--- config.mk ---
export PLATFORM = sky130hd
export DESIGN_NAME = ess_encoder
export DESIGN_NICKNAME = d
export VERILOG_FILES = /design/src/hdl/ess_pkg.sv /design/src/hdl/ess_encoder.sv
export SDC_FILE = /design/constraint.sdc
export NUM_CORES = 1
export LEC_CHECK = 0
export BUFFER_PORTS_ARGS = -buffer_cell sky130_fd_sc_hd__clkbuf_2
export CAP_MARGIN = 20
export CORE_MARGIN = 4
export CORE_UTILIZATION = 56
export DETAILED_ROUTE_END_ITERATION = 10
export MAX_ROUTING_LAYER = met4
export PLACE_DENSITY = 0.84
export SLEW_MARGIN = 20
export SYNTH_ARGS = -nofsm -noshare
export SYNTH_HDL_FRONTEND = slang
export SYNTH_SLANG_ARGS = --single-unit
--- constraint.sdc ---
create_clock -name mclk -period 7.8 [get_ports mclk]
set_clock_uncertainty 0.05 [all_clocks]
set_input_delay 0.39 -clock mclk [delete_from_list [all_inputs] [get_ports mclk]]
set_output_delay 0.39 -clock mclk [all_outputs]
set_load 0.01 [all_outputs]
--- src/hdl/ess_pkg.sv ---
// constants, field layouts and carrier types of the external scale status encoder
// assumes one system clock; register offsets are byte addresses on a 32-bit AXI4-Lite bus
package ess_pkg;

   localparam int ESS_ADDR_W = 8;
   localparam int ESS_DATA_W = 32;
   localparam int ESS_TYPE_W_MAX = 8;
   localparam int ESS_SYNC_STAGES = 2;

   // register byte offsets
   localparam logic [7:0] ESS_OFS_CTRL = 8'h00;
   localparam logic [7:0] ESS_OFS_STATUS = 8'h04;
   localparam logic [7:0] ESS_OFS_IRQ_STAT = 8'h08;
   localparam logic [7:0] ESS_OFS_IRQ_CLR = 8'h0c;
   localparam logic [7:0] ESS_OFS_IRQ_EN = 8'h10;

   // control register fields
   localparam int ESS_CTRL_FAMILY_BIT = 0;
   localparam int ESS_CTRL_EXP_TYPE_LSB = 8;
   // status register fields
   localparam int ESS_STAT_LO_LSB = 0;
   localparam int ESS_STAT_HI_LSB = 8;
   localparam int ESS_STAT_TYPE_LSB = 16;

   // status byte bit positions
   localparam int ESS_HI_ERR_SUM_BIT = 5;
   localparam int ESS_HI_ALM_SUM_BIT = 4;
   localparam int ESS_LO_MISMATCH_BIT = 2;

   // interrupt event bits
   localparam int ESS_IRQ_W = 3;
   localparam int ESS_IRQ_ERR_SUM = 0;
   localparam int ESS_IRQ_ALM_SUM = 1;
   localparam int ESS_IRQ_MISMATCH = 2;

   // reset values
   localparam logic ESS_RST_FAMILY = 1'b0;
   localparam logic [7:0] ESS_RST_EXP_TYPE = 8'h00;
   localparam logic [2:0] ESS_RST_IRQ_EN = 3'h0;

   localparam logic [1:0] ESS_RESP_OKAY = 2'h0;
   localparam logic [1:0] ESS_RESP_SLVERR = 2'h2;

   typedef enum logic {
      ESS_FAM_A = 1'b0,
      ESS_FAM_B = 1'b1
   } ess_family_t;

   // first family flags, msb first so the struct is the low status byte
   typedef struct packed {
      logic thermal_alarm;
      logic sig_int_alarm;
      logic sig_int_err;
      logic transducer_err;
      logic abs_det_err;
      logic hw_err;
      logic init_err;
      logic over_speed;
   } ess_fam_a_flags_t;

   typedef struct packed {
      logic thermal_alarm;
      logic comm_err;
      logic cpu_mem_err;
      logic cap_photo_err;
      logic init_err;
      logic over_speed;
   } ess_fam_b_flags_t;

   typedef struct packed {
      logic [7:0] hi;
      logic [7:0] lo;
   } ess_status_t;

endpackage

--- src/hdl/ess_encoder.sv ---
// external scale status encoder: builds the low and high status bytes for two scale families
// assumes scale flags and encoder type arrive asynchronously from the scale interface
// and that software reaches the control and interrupt registers over AXI4-Lite
`timescale 1ns/1ps

// Notes on behaviour
// - family A high bit 5 is the OR of low bits 0 to 5.
// - family A high bit 4 is the OR of thermal and intensity alarms.
// - family A high bits 7, 6 and 3 to 0 are always zero.
// - family B low bits: comm 5, cpu/memory 4, cap/photo 3, init 1, speed 0.
// - family B low bit 2 flags an encoder type differing from the expected one.
// - family B low bit 7 is thermal alarm, low bit 6 is zero.
// - family B high bit 5 error summary, bit 4 alarm summary, rest zero.
module ess_encoder
#(
   parameter int TYPE_W = 8
)
(
   input wire logic mclk,
   input wire logic reset,
   input wire ess_pkg::ess_fam_a_flags_t fam_a_flags,
   input wire ess_pkg::ess_fam_b_flags_t fam_b_flags,
   input wire logic [TYPE_W-1:0] enc_type,
   output ess_pkg::ess_status_t status,
   output logic irq,
   input wire logic [ess_pkg::ESS_ADDR_W-1:0] s_axi_awaddr,
   input wire logic s_axi_awvalid,
   output logic s_axi_awready,
   input wire logic [ess_pkg::ESS_DATA_W-1:0] s_axi_wdata,
   input wire logic [3:0] s_axi_wstrb,
   input wire logic s_axi_wvalid,
   output logic s_axi_wready,
   output logic [1:0] s_axi_bresp,
   output logic s_axi_bvalid,
   input wire logic s_axi_bready,
   input wire logic [ess_pkg::ESS_ADDR_W-1:0] s_axi_araddr,
   input wire logic s_axi_arvalid,
   output logic s_axi_arready,
   output logic [ess_pkg::ESS_DATA_W-1:0] s_axi_rdata,
   output logic [1:0] s_axi_rresp,
   output logic s_axi_rvalid,
   input wire logic s_axi_rready
);
   import ess_pkg::*;

   localparam int RAW_W = 8 + 6 + TYPE_W;

   generate
      if (TYPE_W < 1 || TYPE_W > ESS_TYPE_W_MAX)
      begin : g_bad_type_w
         $error("ess_encoder: TYPE_W must lie between 1 and 8");
      end
   endgenerate

   // input synchroniser, one pair of flops per bit
   wire logic [RAW_W-1:0] raw_in;
   logic [RAW_W-1:0] sync1_q;
   logic [RAW_W-1:0] sync2_q;

   assign raw_in = {enc_type, fam_b_flags, fam_a_flags};

   genvar gi;
   generate
      for (gi = 0; gi < RAW_W; gi++)
      begin : g_sync
         always_ff @(posedge mclk or posedge reset)
         begin
            if (reset)
            begin
               sync1_q[gi] <= 1'b0;
               sync2_q[gi] <= 1'b0;
            end
            else
            begin
               sync1_q[gi] <= raw_in[gi];
               sync2_q[gi] <= sync1_q[gi];
            end
         end
      end
   endgenerate

   wire ess_fam_a_flags_t a_s;
   wire ess_fam_b_flags_t b_s;
   wire logic [TYPE_W-1:0] type_s;

   assign a_s = sync2_q[7:0];
   assign b_s = sync2_q[13:8];
   assign type_s = sync2_q[RAW_W-1:14];

   // the type code is a word from another domain whose bits may land on different edges,
   // so a code is believed only after two equal samples; a skew beyond one clock still slips
   logic [TYPE_W-1:0] type_prev_q;
   logic [TYPE_W-1:0] type_q;
   wire logic type_steady;
   assign type_steady = type_s == type_prev_q;

   always_ff @(posedge mclk or posedge reset)
   begin
      if (reset)
      begin
         type_prev_q <= '0;
         type_q <= '0;
      end
      else
      begin
         type_prev_q <= type_s;
         if (type_steady)
            type_q <= type_s;
      end
   end

   // control registers
   ess_family_t family_q;
   logic [TYPE_W-1:0] exp_type_q;
   logic [ESS_IRQ_W-1:0] irq_en_q;
   logic [ESS_IRQ_W-1:0] irq_stat_q;

   // family A encoding
   wire logic [7:0] a_lo;
   wire logic [7:0] a_hi;
   assign a_lo = a_s;
   assign a_hi = {2'b00, |a_lo[5:0], a_lo[6] | a_lo[7], 4'h0};

   // family B encoding
   wire logic b_mismatch;
   wire logic [7:0] b_lo;
   wire logic [7:0] b_hi;
   assign b_mismatch = type_q != exp_type_q;
   assign b_lo = {b_s.thermal_alarm, 1'b0, b_s.comm_err, b_s.cpu_mem_err,
                  b_s.cap_photo_err, b_mismatch, b_s.init_err, b_s.over_speed};
   // error summary covers every error bit, alarm summary the thermal alarm
   assign b_hi = {2'b00, |b_lo[5:0], b_lo[7], 4'h0};

   wire ess_status_t status_d;
   assign status_d.lo = (family_q == ESS_FAM_B) ? b_lo : a_lo;
   assign status_d.hi = (family_q == ESS_FAM_B) ? b_hi : a_hi;

   ess_status_t status_q;
   always_ff @(posedge mclk or posedge reset)
   begin
      if (reset)
         status_q <= '0;
      else
         status_q <= status_d;
   end
   assign status = status_q;

   // rising edges of the summaries and of the family B mismatch bit raise interrupt events
   wire logic [ESS_IRQ_W-1:0] ev_level;
   logic [ESS_IRQ_W-1:0] ev_prev_q;
   wire logic [ESS_IRQ_W-1:0] ev_pulse;
   assign ev_level[ESS_IRQ_ERR_SUM] = status_q.hi[ESS_HI_ERR_SUM_BIT];
   assign ev_level[ESS_IRQ_ALM_SUM] = status_q.hi[ESS_HI_ALM_SUM_BIT];
   assign ev_level[ESS_IRQ_MISMATCH] = (family_q == ESS_FAM_B) & status_q.lo[ESS_LO_MISMATCH_BIT];
   assign ev_pulse = ev_level & ~ev_prev_q;

   always_ff @(posedge mclk or posedge reset)
   begin
      if (reset)
         ev_prev_q <= '0;
      else
         ev_prev_q <= ev_level;
   end

   // write channel
   logic awready_q;
   logic wready_q;
   logic bvalid_q;
   logic [1:0] bresp_q;
   logic aw_hold_q;
   logic w_hold_q;
   logic [ESS_ADDR_W-1:0] waddr_q;
   logic [ESS_DATA_W-1:0] wdata_q;
   logic [3:0] wstrb_q;

   wire logic aw_take;
   wire logic w_take;
   wire logic do_write;
   wire logic aw_hold_d;
   wire logic w_hold_d;
   wire logic bvalid_d;
   assign aw_take = s_axi_awvalid & awready_q;
   assign w_take = s_axi_wvalid & wready_q;
   assign do_write = aw_hold_q & w_hold_q & ~bvalid_q;
   assign aw_hold_d = (aw_hold_q & ~do_write) | aw_take;
   assign w_hold_d = (w_hold_q & ~do_write) | w_take;
   assign bvalid_d = (bvalid_q & ~s_axi_bready) | do_write;

   wire logic wr_ctrl;
   wire logic wr_clr;
   wire logic wr_en;
   wire logic wr_ro;
   assign wr_ctrl = do_write & (waddr_q[7:2] == ESS_OFS_CTRL[7:2]);
   assign wr_clr = do_write & (waddr_q[7:2] == ESS_OFS_IRQ_CLR[7:2]);
   assign wr_en = do_write & (waddr_q[7:2] == ESS_OFS_IRQ_EN[7:2]);
   assign wr_ro = do_write & ((waddr_q[7:2] == ESS_OFS_STATUS[7:2]) | (waddr_q[7:2] == ESS_OFS_IRQ_STAT[7:2]));

   wire logic wr_hit;
   assign wr_hit = wr_ctrl | wr_clr | wr_en | wr_ro;

   always_ff @(posedge mclk or posedge reset)
   begin
      if (reset)
      begin
         aw_hold_q <= 1'b0;
         w_hold_q <= 1'b0;
         awready_q <= 1'b1;
         wready_q <= 1'b1;
         bvalid_q <= 1'b0;
         bresp_q <= ESS_RESP_OKAY;
      end
      else
      begin
         aw_hold_q <= aw_hold_d;
         w_hold_q <= w_hold_d;
         // no new address or data until the response has gone
         awready_q <= ~aw_hold_d & ~bvalid_d;
         wready_q <= ~w_hold_d & ~bvalid_d;
         bvalid_q <= bvalid_d;
         if (do_write)
            bresp_q <= wr_hit ? ESS_RESP_OKAY : ESS_RESP_SLVERR;
      end
   end

   always_ff @(posedge mclk or posedge reset)
   begin
      if (reset)
      begin
         waddr_q <= '0;
         wdata_q <= '0;
         wstrb_q <= '0;
      end
      else
      begin
         if (aw_take)
            waddr_q <= s_axi_awaddr;
         if (w_take)
         begin
            wdata_q <= s_axi_wdata;
            wstrb_q <= s_axi_wstrb;
         end
      end
   end

   assign s_axi_awready = awready_q;
   assign s_axi_wready = wready_q;
   assign s_axi_bvalid = bvalid_q;
   assign s_axi_bresp = bresp_q;

   // control register writes honour byte lanes
   wire logic [ESS_IRQ_W-1:0] clr_bits;
   assign clr_bits = (wr_clr & wstrb_q[0]) ? wdata_q[ESS_IRQ_W-1:0] : '0;

   always_ff @(posedge mclk or posedge reset)
   begin
      if (reset)
      begin
         family_q <= ess_family_t'(ESS_RST_FAMILY);
         exp_type_q <= ESS_RST_EXP_TYPE[TYPE_W-1:0];
         irq_en_q <= ESS_RST_IRQ_EN;
      end
      else
      begin
         if (wr_ctrl & wstrb_q[0])
            family_q <= ess_family_t'(wdata_q[ESS_CTRL_FAMILY_BIT]);
         if (wr_ctrl & wstrb_q[1])
            exp_type_q <= wdata_q[ESS_CTRL_EXP_TYPE_LSB +: TYPE_W];
         if (wr_en & wstrb_q[0])
            irq_en_q <= wdata_q[ESS_IRQ_W-1:0];
      end
   end

   // a new event outranks a clear landing in the same cycle
   wire logic [ESS_IRQ_W-1:0] irq_stat_d;
   assign irq_stat_d = (irq_stat_q & ~clr_bits) | ev_pulse;

   logic irq_q;
   always_ff @(posedge mclk or posedge reset)
   begin
      if (reset)
      begin
         irq_stat_q <= '0;
         irq_q <= 1'b0;
      end
      else
      begin
         irq_stat_q <= irq_stat_d;
         irq_q <= |(irq_stat_d & irq_en_q);
      end
   end
   assign irq = irq_q;

   // read channel
   logic arready_q;
   logic rvalid_q;
   logic [ESS_DATA_W-1:0] rdata_q;
   logic [1:0] rresp_q;

   wire logic ar_take;
   wire logic rvalid_d;
   assign ar_take = s_axi_arvalid & arready_q;
   assign rvalid_d = (rvalid_q & ~s_axi_rready) | ar_take;

   wire logic rd_ctrl;
   wire logic rd_stat;
   wire logic rd_irq;
   wire logic rd_en;
   wire logic rd_clr;
   assign rd_ctrl = s_axi_araddr[7:2] == ESS_OFS_CTRL[7:2];
   assign rd_stat = s_axi_araddr[7:2] == ESS_OFS_STATUS[7:2];
   assign rd_irq = s_axi_araddr[7:2] == ESS_OFS_IRQ_STAT[7:2];
   assign rd_en = s_axi_araddr[7:2] == ESS_OFS_IRQ_EN[7:2];
   assign rd_clr = s_axi_araddr[7:2] == ESS_OFS_IRQ_CLR[7:2];

   wire logic [ESS_DATA_W-1:0] ctrl_word;
   wire logic [ESS_DATA_W-1:0] stat_word;
   wire logic [ESS_DATA_W-1:0] rdata_d;
   assign ctrl_word = ESS_DATA_W'({exp_type_q, 7'h00, family_q});
   assign stat_word = ESS_DATA_W'({type_q, status_q.hi, status_q.lo});
   // the clear register is write-only and reads as zero
   assign rdata_d = rd_ctrl ? ctrl_word :
                    rd_stat ? stat_word :
                    rd_irq ? ESS_DATA_W'(irq_stat_q) :
                    rd_en ? ESS_DATA_W'(irq_en_q) : '0;

   wire logic rd_hit;
   assign rd_hit = rd_ctrl | rd_stat | rd_irq | rd_en | rd_clr;

   always_ff @(posedge mclk or posedge reset)
   begin
      if (reset)
      begin
         arready_q <= 1'b1;
         rvalid_q <= 1'b0;
         rdata_q <= '0;
         rresp_q <= ESS_RESP_OKAY;
      end
      else
      begin
         arready_q <= ~rvalid_d;
         rvalid_q <= rvalid_d;
         if (ar_take)
         begin
            rdata_q <= rdata_d;
            rresp_q <= rd_hit ? ESS_RESP_OKAY : ESS_RESP_SLVERR;
         end
      end
   end

   assign s_axi_arready = arready_q;
   assign s_axi_rvalid = rvalid_q;
   assign s_axi_rdata = rdata_q;
   assign s_axi_rresp = rresp_q;

endmodule

* After elaboration in Yosys (flattened, before gate mapping) *
Cells that the tools add are included.

word-level totals
  flip-flop bits (word level) = 162
  input port bits = 81
  output and inout bits = 58
  word-level logic and storage cells = 138

operators by class
  eq/ne operators = 10
  multiplexer cells = 9
  bitwise logic cells = 47
  reduce and logical (&&, ||, !) cells = 5

operators by type and width
  operator            count
  $mux 24             2
  $eq 6x2->1 const B  4
  $and 1x1->1         20
  $or 1x1->1          13
  $eq 6x1->1 const B  2
  $eq 6x3->1 const B  2
  $logic_not 6->1     2
  $reduce_or 6->1     2
  $and 3x3->3         3
  $mux 3              3
  $eq 8x8->1          1
  $mux 8              1
  $ne 8x8->1          1
  $not 1->1           8
  $mux 6              1
  $not 3->3           2
  $mux 2              2
  $or 3x3->3          1
  $reduce_or 3->1     1

* Longest topological paths before layout *
  depth in word-level cells = 10
  mapped depth = 5
  mapped depth without buffers = 4

* Worst setup path after synthesis *
Ideal clock, no wire load.

  path kind = register to register
  from = register waddr_q[5]
  to = register exp_type_q[0]
  library setup time = 0.128 ns
  data arrival time = 1.626 ns
  data required time = 7.622 ns
  setup slack = 5.997 ns
  stages on the path, launching flop included = 6
  path buffers = 1
  clock period less this slack = 1.803 ns
  path through = dfrtp_1 -> or3_1 -> nor3_1 -> and3_1 -> buf_2 -> mux2_1

on the way
  longest elaborated chain between the ends = 3

ends and longest elaborated chain
  item                      line                text
  start: declaration        ess_encoder.sv:172  logic [ESS_ADDR_W-1:0] waddr_q;
  start signal: assignment  ess_encoder.sv:236  waddr_q <= s_axi_awaddr;
  $logic_not 6->1           ess_encoder.sv:193  assign wr_ctrl = do_write & (waddr_q[7:2] == ESS_OFS_CTRL[7:2]);
  $and 1x1->1               ess_encoder.sv:193
  $and 1x1->1               ess_encoder.sv:266  if (wr_ctrl & wstrb_q[1])
  end signal: assignment    ess_encoder.sv:259  exp_type_q <= ESS_RST_EXP_TYPE[TYPE_W-1:0];
  end signal: assignment    ess_encoder.sv:267  exp_type_q <= wdata_q[ESS_CTRL_EXP_TYPE_LSB +: TYPE_W];
  end: declaration          ess_encoder.sv:114  logic [TYPE_W-1:0] exp_type_q;

No other way between the ends.
A chain may end at the register's enable or synchronous reset.

* Final worst setup path *
  from = register arready_q, in the netlist s_axi_arready
  to = register rdata_q[17], in the netlist s_axi_rdata[17]

on the way
  longest elaborated chain between the ends = 1

ends and longest elaborated chain
  item                      line                text
  start: declaration        ess_encoder.sv:294  logic arready_q;
  start signal: assignment  ess_encoder.sv:340  arready_q <= ~rvalid_d;
  $and 1x1->1               ess_encoder.sv:301  assign ar_take = s_axi_arvalid & arready_q;
  end signal: assignment    ess_encoder.sv:344  rdata_q <= rdata_d;
  end: declaration          ess_encoder.sv:296  logic [ESS_DATA_W-1:0] rdata_q;

No other way between the ends.

==> results.md <==
* Status: finished clean
* Most common cell in the synthesized netlist: dfrtp_1
* Crit Path Max Fanout at 32
* Final Core Density at 0.730
* Worst Setup End Kind: flop
* Minimum clock period after layout at 2.19 ns
* Area of the core at 8810 um^2
* Yosys top cell by area: dfrtp_1
* Final setup TNS at 0 ns
* Max-Cap Viols at 0
* EDFF count, synth at 0
* Wire length on met2 at 4980 um
* Post-cts resize count at 0
* TritonCTS clock tree: done
* Top cell type's share of synthesized area at 0.673
* Via density at 5.19
* Placed cell areas at around 5600 um^2
* First-pass DRT Iterations at 4
* Synth Instances at 343
* Post-synthesis async set-or-reset flop share at 1.00
* Die area at 10,800 um^2
* Synthesized area per cell at 14.9 um^2
* Min-delay worst type: primary input to flop
* Num CTS Buffers at 17
* Sequential share of the synthesized area at 0.689
* Vias in the first global route at 3,285
* Metal3 WL at 565 um
* Worst R2R Start: s_axi_arready$_DFF_PP1_
* Nets at roughly 550
* Hold Fails Final Rpt at 0
* Buffers plus inverters on the worst setup path at 0
* Drt drc at 0
* Antenna viol nets, final at 0
* Largest cells by area after synthesis: dfrtp_1 (67%), mux2_2 (5.5%), mux2_1 (4.4%)
* Placed wire-length estimate at 6540 um
* First-pass GRT wire length at roughly 16,000 um
* GP Congestion at 0.818
* Worst-skew pair later-pin latency at 0.51 ns
* Share of cells above drive strength 1 at 0.346
* #FFs+latches synth at about 140
* Slew HR at 0.395
* Ant diodes at 0
* Synth warn at 0
* Initial antenna violation count at 0
* Critical Path Max Stage Delay at 0.92 ns
* Pwr/cell area at 319 nW/um^2
* F_max at 0.457 GHz
* Critical path startpoint category: flop
* Setup CP Type: flop to flop
* Io pins at 139
* Worst path required time at a little over 8 ns
* DRT Wirelength at between 9000 and 10,000 um
* Leakage at about 0.0031 uW
* Synthesized area at 5130 um^2
* Total GRT Usage at 0.201
* DR top layer: met4
* Final Cell Area at approximately 6400 um^2
* Final Max Slew Viols at 0
* Overall Power at ~2000 uW
* Synth unique cells at 45
* Starting DRC count in detailed routing at 150
* Clk Tree Root Cell: clkbuf_8
* Synth top cells by count: dfrtp_1 (138), mux2_2 (25), mux2_1 (20)
* Vias post-DR at between 3,000 and 4,000
* Width of the die at 104 um
* Final setup fails at 0
* Post-CTS setup buffers at 0
* CTS HTree Levels at 4
* Wire length on met1 at 4230 um
* Row count at 34
* Clock tree sinks at 141
* Clock Path Buffers at 2
* Pin count of the biggest net entering global routing at 78
* Cell chain of the critical path: nand2_2 -> nor4b_4 -> a22o_1
* Slowest cell on crit path: nor4b_4
* Synth Flop Type: dfrtp_1
* HP Start: s_axi_rready
* Grt total ovfl at 0
* CP startpoint: s_axi_arready$_DFF_PP1_
* Worst vdd ir at 0.235 mV
* Chip Height at 104 um
* Worst slew pin tran at 0.908 ns
* Area growth syn-to-layout at 25.5%
* # port buffers at between 90 and 100
* WL/cell at 16.8 um
* Fin crit share at 0.280
* Worst-path clk slew at 0.06 ns
* RSZ-0062 raised after global routing: no
* Delay-heaviest family, CP: simple AND/OR/NAND/NOR gates
* Initial Util at 0.582
* Crit path DAT at 2.57 ns
[per-stage QoR]
stage               setup slack (ns)  hold WS [ns]  std cells
floorplan                       3.58         0.281        358
global placement                5.56         0.282        536
detailed placement              5.52         0.285        536
CTS                             5.56        0.0364        591
global route                    5.41        0.0435        591
finish                          5.61        0.0518        591
[cell usage in the layout (no fill, tap or decap), types with 10 or more instances in the layout]
| cell type | synthesis | routed |
|---|---|---|
| conb_1 | 1 | 16 |
| a22o_1 | 19 | 19 |
| nand2_1 | 14 | 14 |
| clkbuf_16 | 0 | 16 |
| mux2_2 | 25 | 25 |
| clkbuf_2 | 0 | 95 |
| dlygate4sd3_1 | 0 | 23 |
| mux2_1 | 20 | 20 |
| dfrtp_1 | 138 | 138 |
| o21ai_0 | 10 | 10 |
[per-layer routing]
| layer | GRT usage | up-vias |
|---|---|---|
| met5 | - | - |
| met4 | 0.0769 | 0 |
| met3 | 0.0684 | 13 |
| met2 | 0.321 | 109 |
| met1 | 0.239 | 1516 |
| li1 | - | 1427 |
[final timing paths]
kind | to | slack [ns] | cells past startpoint
min in group asynchronous | exp_type_q[6]$_DFFE_PP0P_ | 0.46 | 3
worst max-delay path | s_axi_rdata[17]$_DFFE_PP0P_ | 5.61 | 3
worst min-delay path | s_axi_rvalid$_DFF_PP0_ | 0.05 | 2
worst max register to register | s_axi_rdata[17]$_DFFE_PP0P_ | 5.61 | 3
worst min register to register | b_lo[5]$_DFF_PP0_ | 0.30 | 0
max in group asynchronous | wdata_q[14]$_DFFE_PP0P_ | 5.92 | 4
[kinds of logic after synthesis]
family,after synthesis,synth area share
flip-flops,141,0.689
AND/OR/NAND/NOR,55,0.0681
buffers and inverters,34,0.0434
AO/OA/AOI/OAI,51,0.0727
multiplexers,45,0.0988
XOR/XNOR,16,0.0273
other,1,0.000731
[flip-flops by register name, summed over array words and instances (netlist names), 2 cells and up]
signal and count:
waddr_q 6, type_prev_q 8, s_axi_rdata 24, a_lo 8, irq_stat_q 3, irq_en_q 3, status 10, sync1_q 22
type_q 8, b_lo 5, sync2_q 8, wdata_q 11, exp_type_q 8, ev_prev_q 3, wstrb_q 2
[what timing repair did]
| item | CTS | global route |
|---|---|---|
| setup endpoints to repair | 0 | 0 |
| hold buffers | 23 | 0 |
| hold endpoints to repair | 85 | 0 |
[final cells by class]
class                      instances  area, um^2
multi-input combinational        183        1430
inverter                           8        35.0
fill                             530        2370
clock buffer                      17         414
clock inverter                    15         174
timing repair buffer             119         713
tap                              108         135
sequential                       141        3530
[worst reg2reg max path: stages (launching register included)]
cell	delay, ns
dfstp_2	0.54
nand2_2	0.36
nor4b_4	0.93
a22o_1	0.25
[power by group]
part	internal, uW	total, uW	switching, uW
sequential	860	958	97.7
combinational	153	306	153
clock	466	787	321
total	1480	2050	572
No activity file was read; power rests on OpenSTA's default activity.
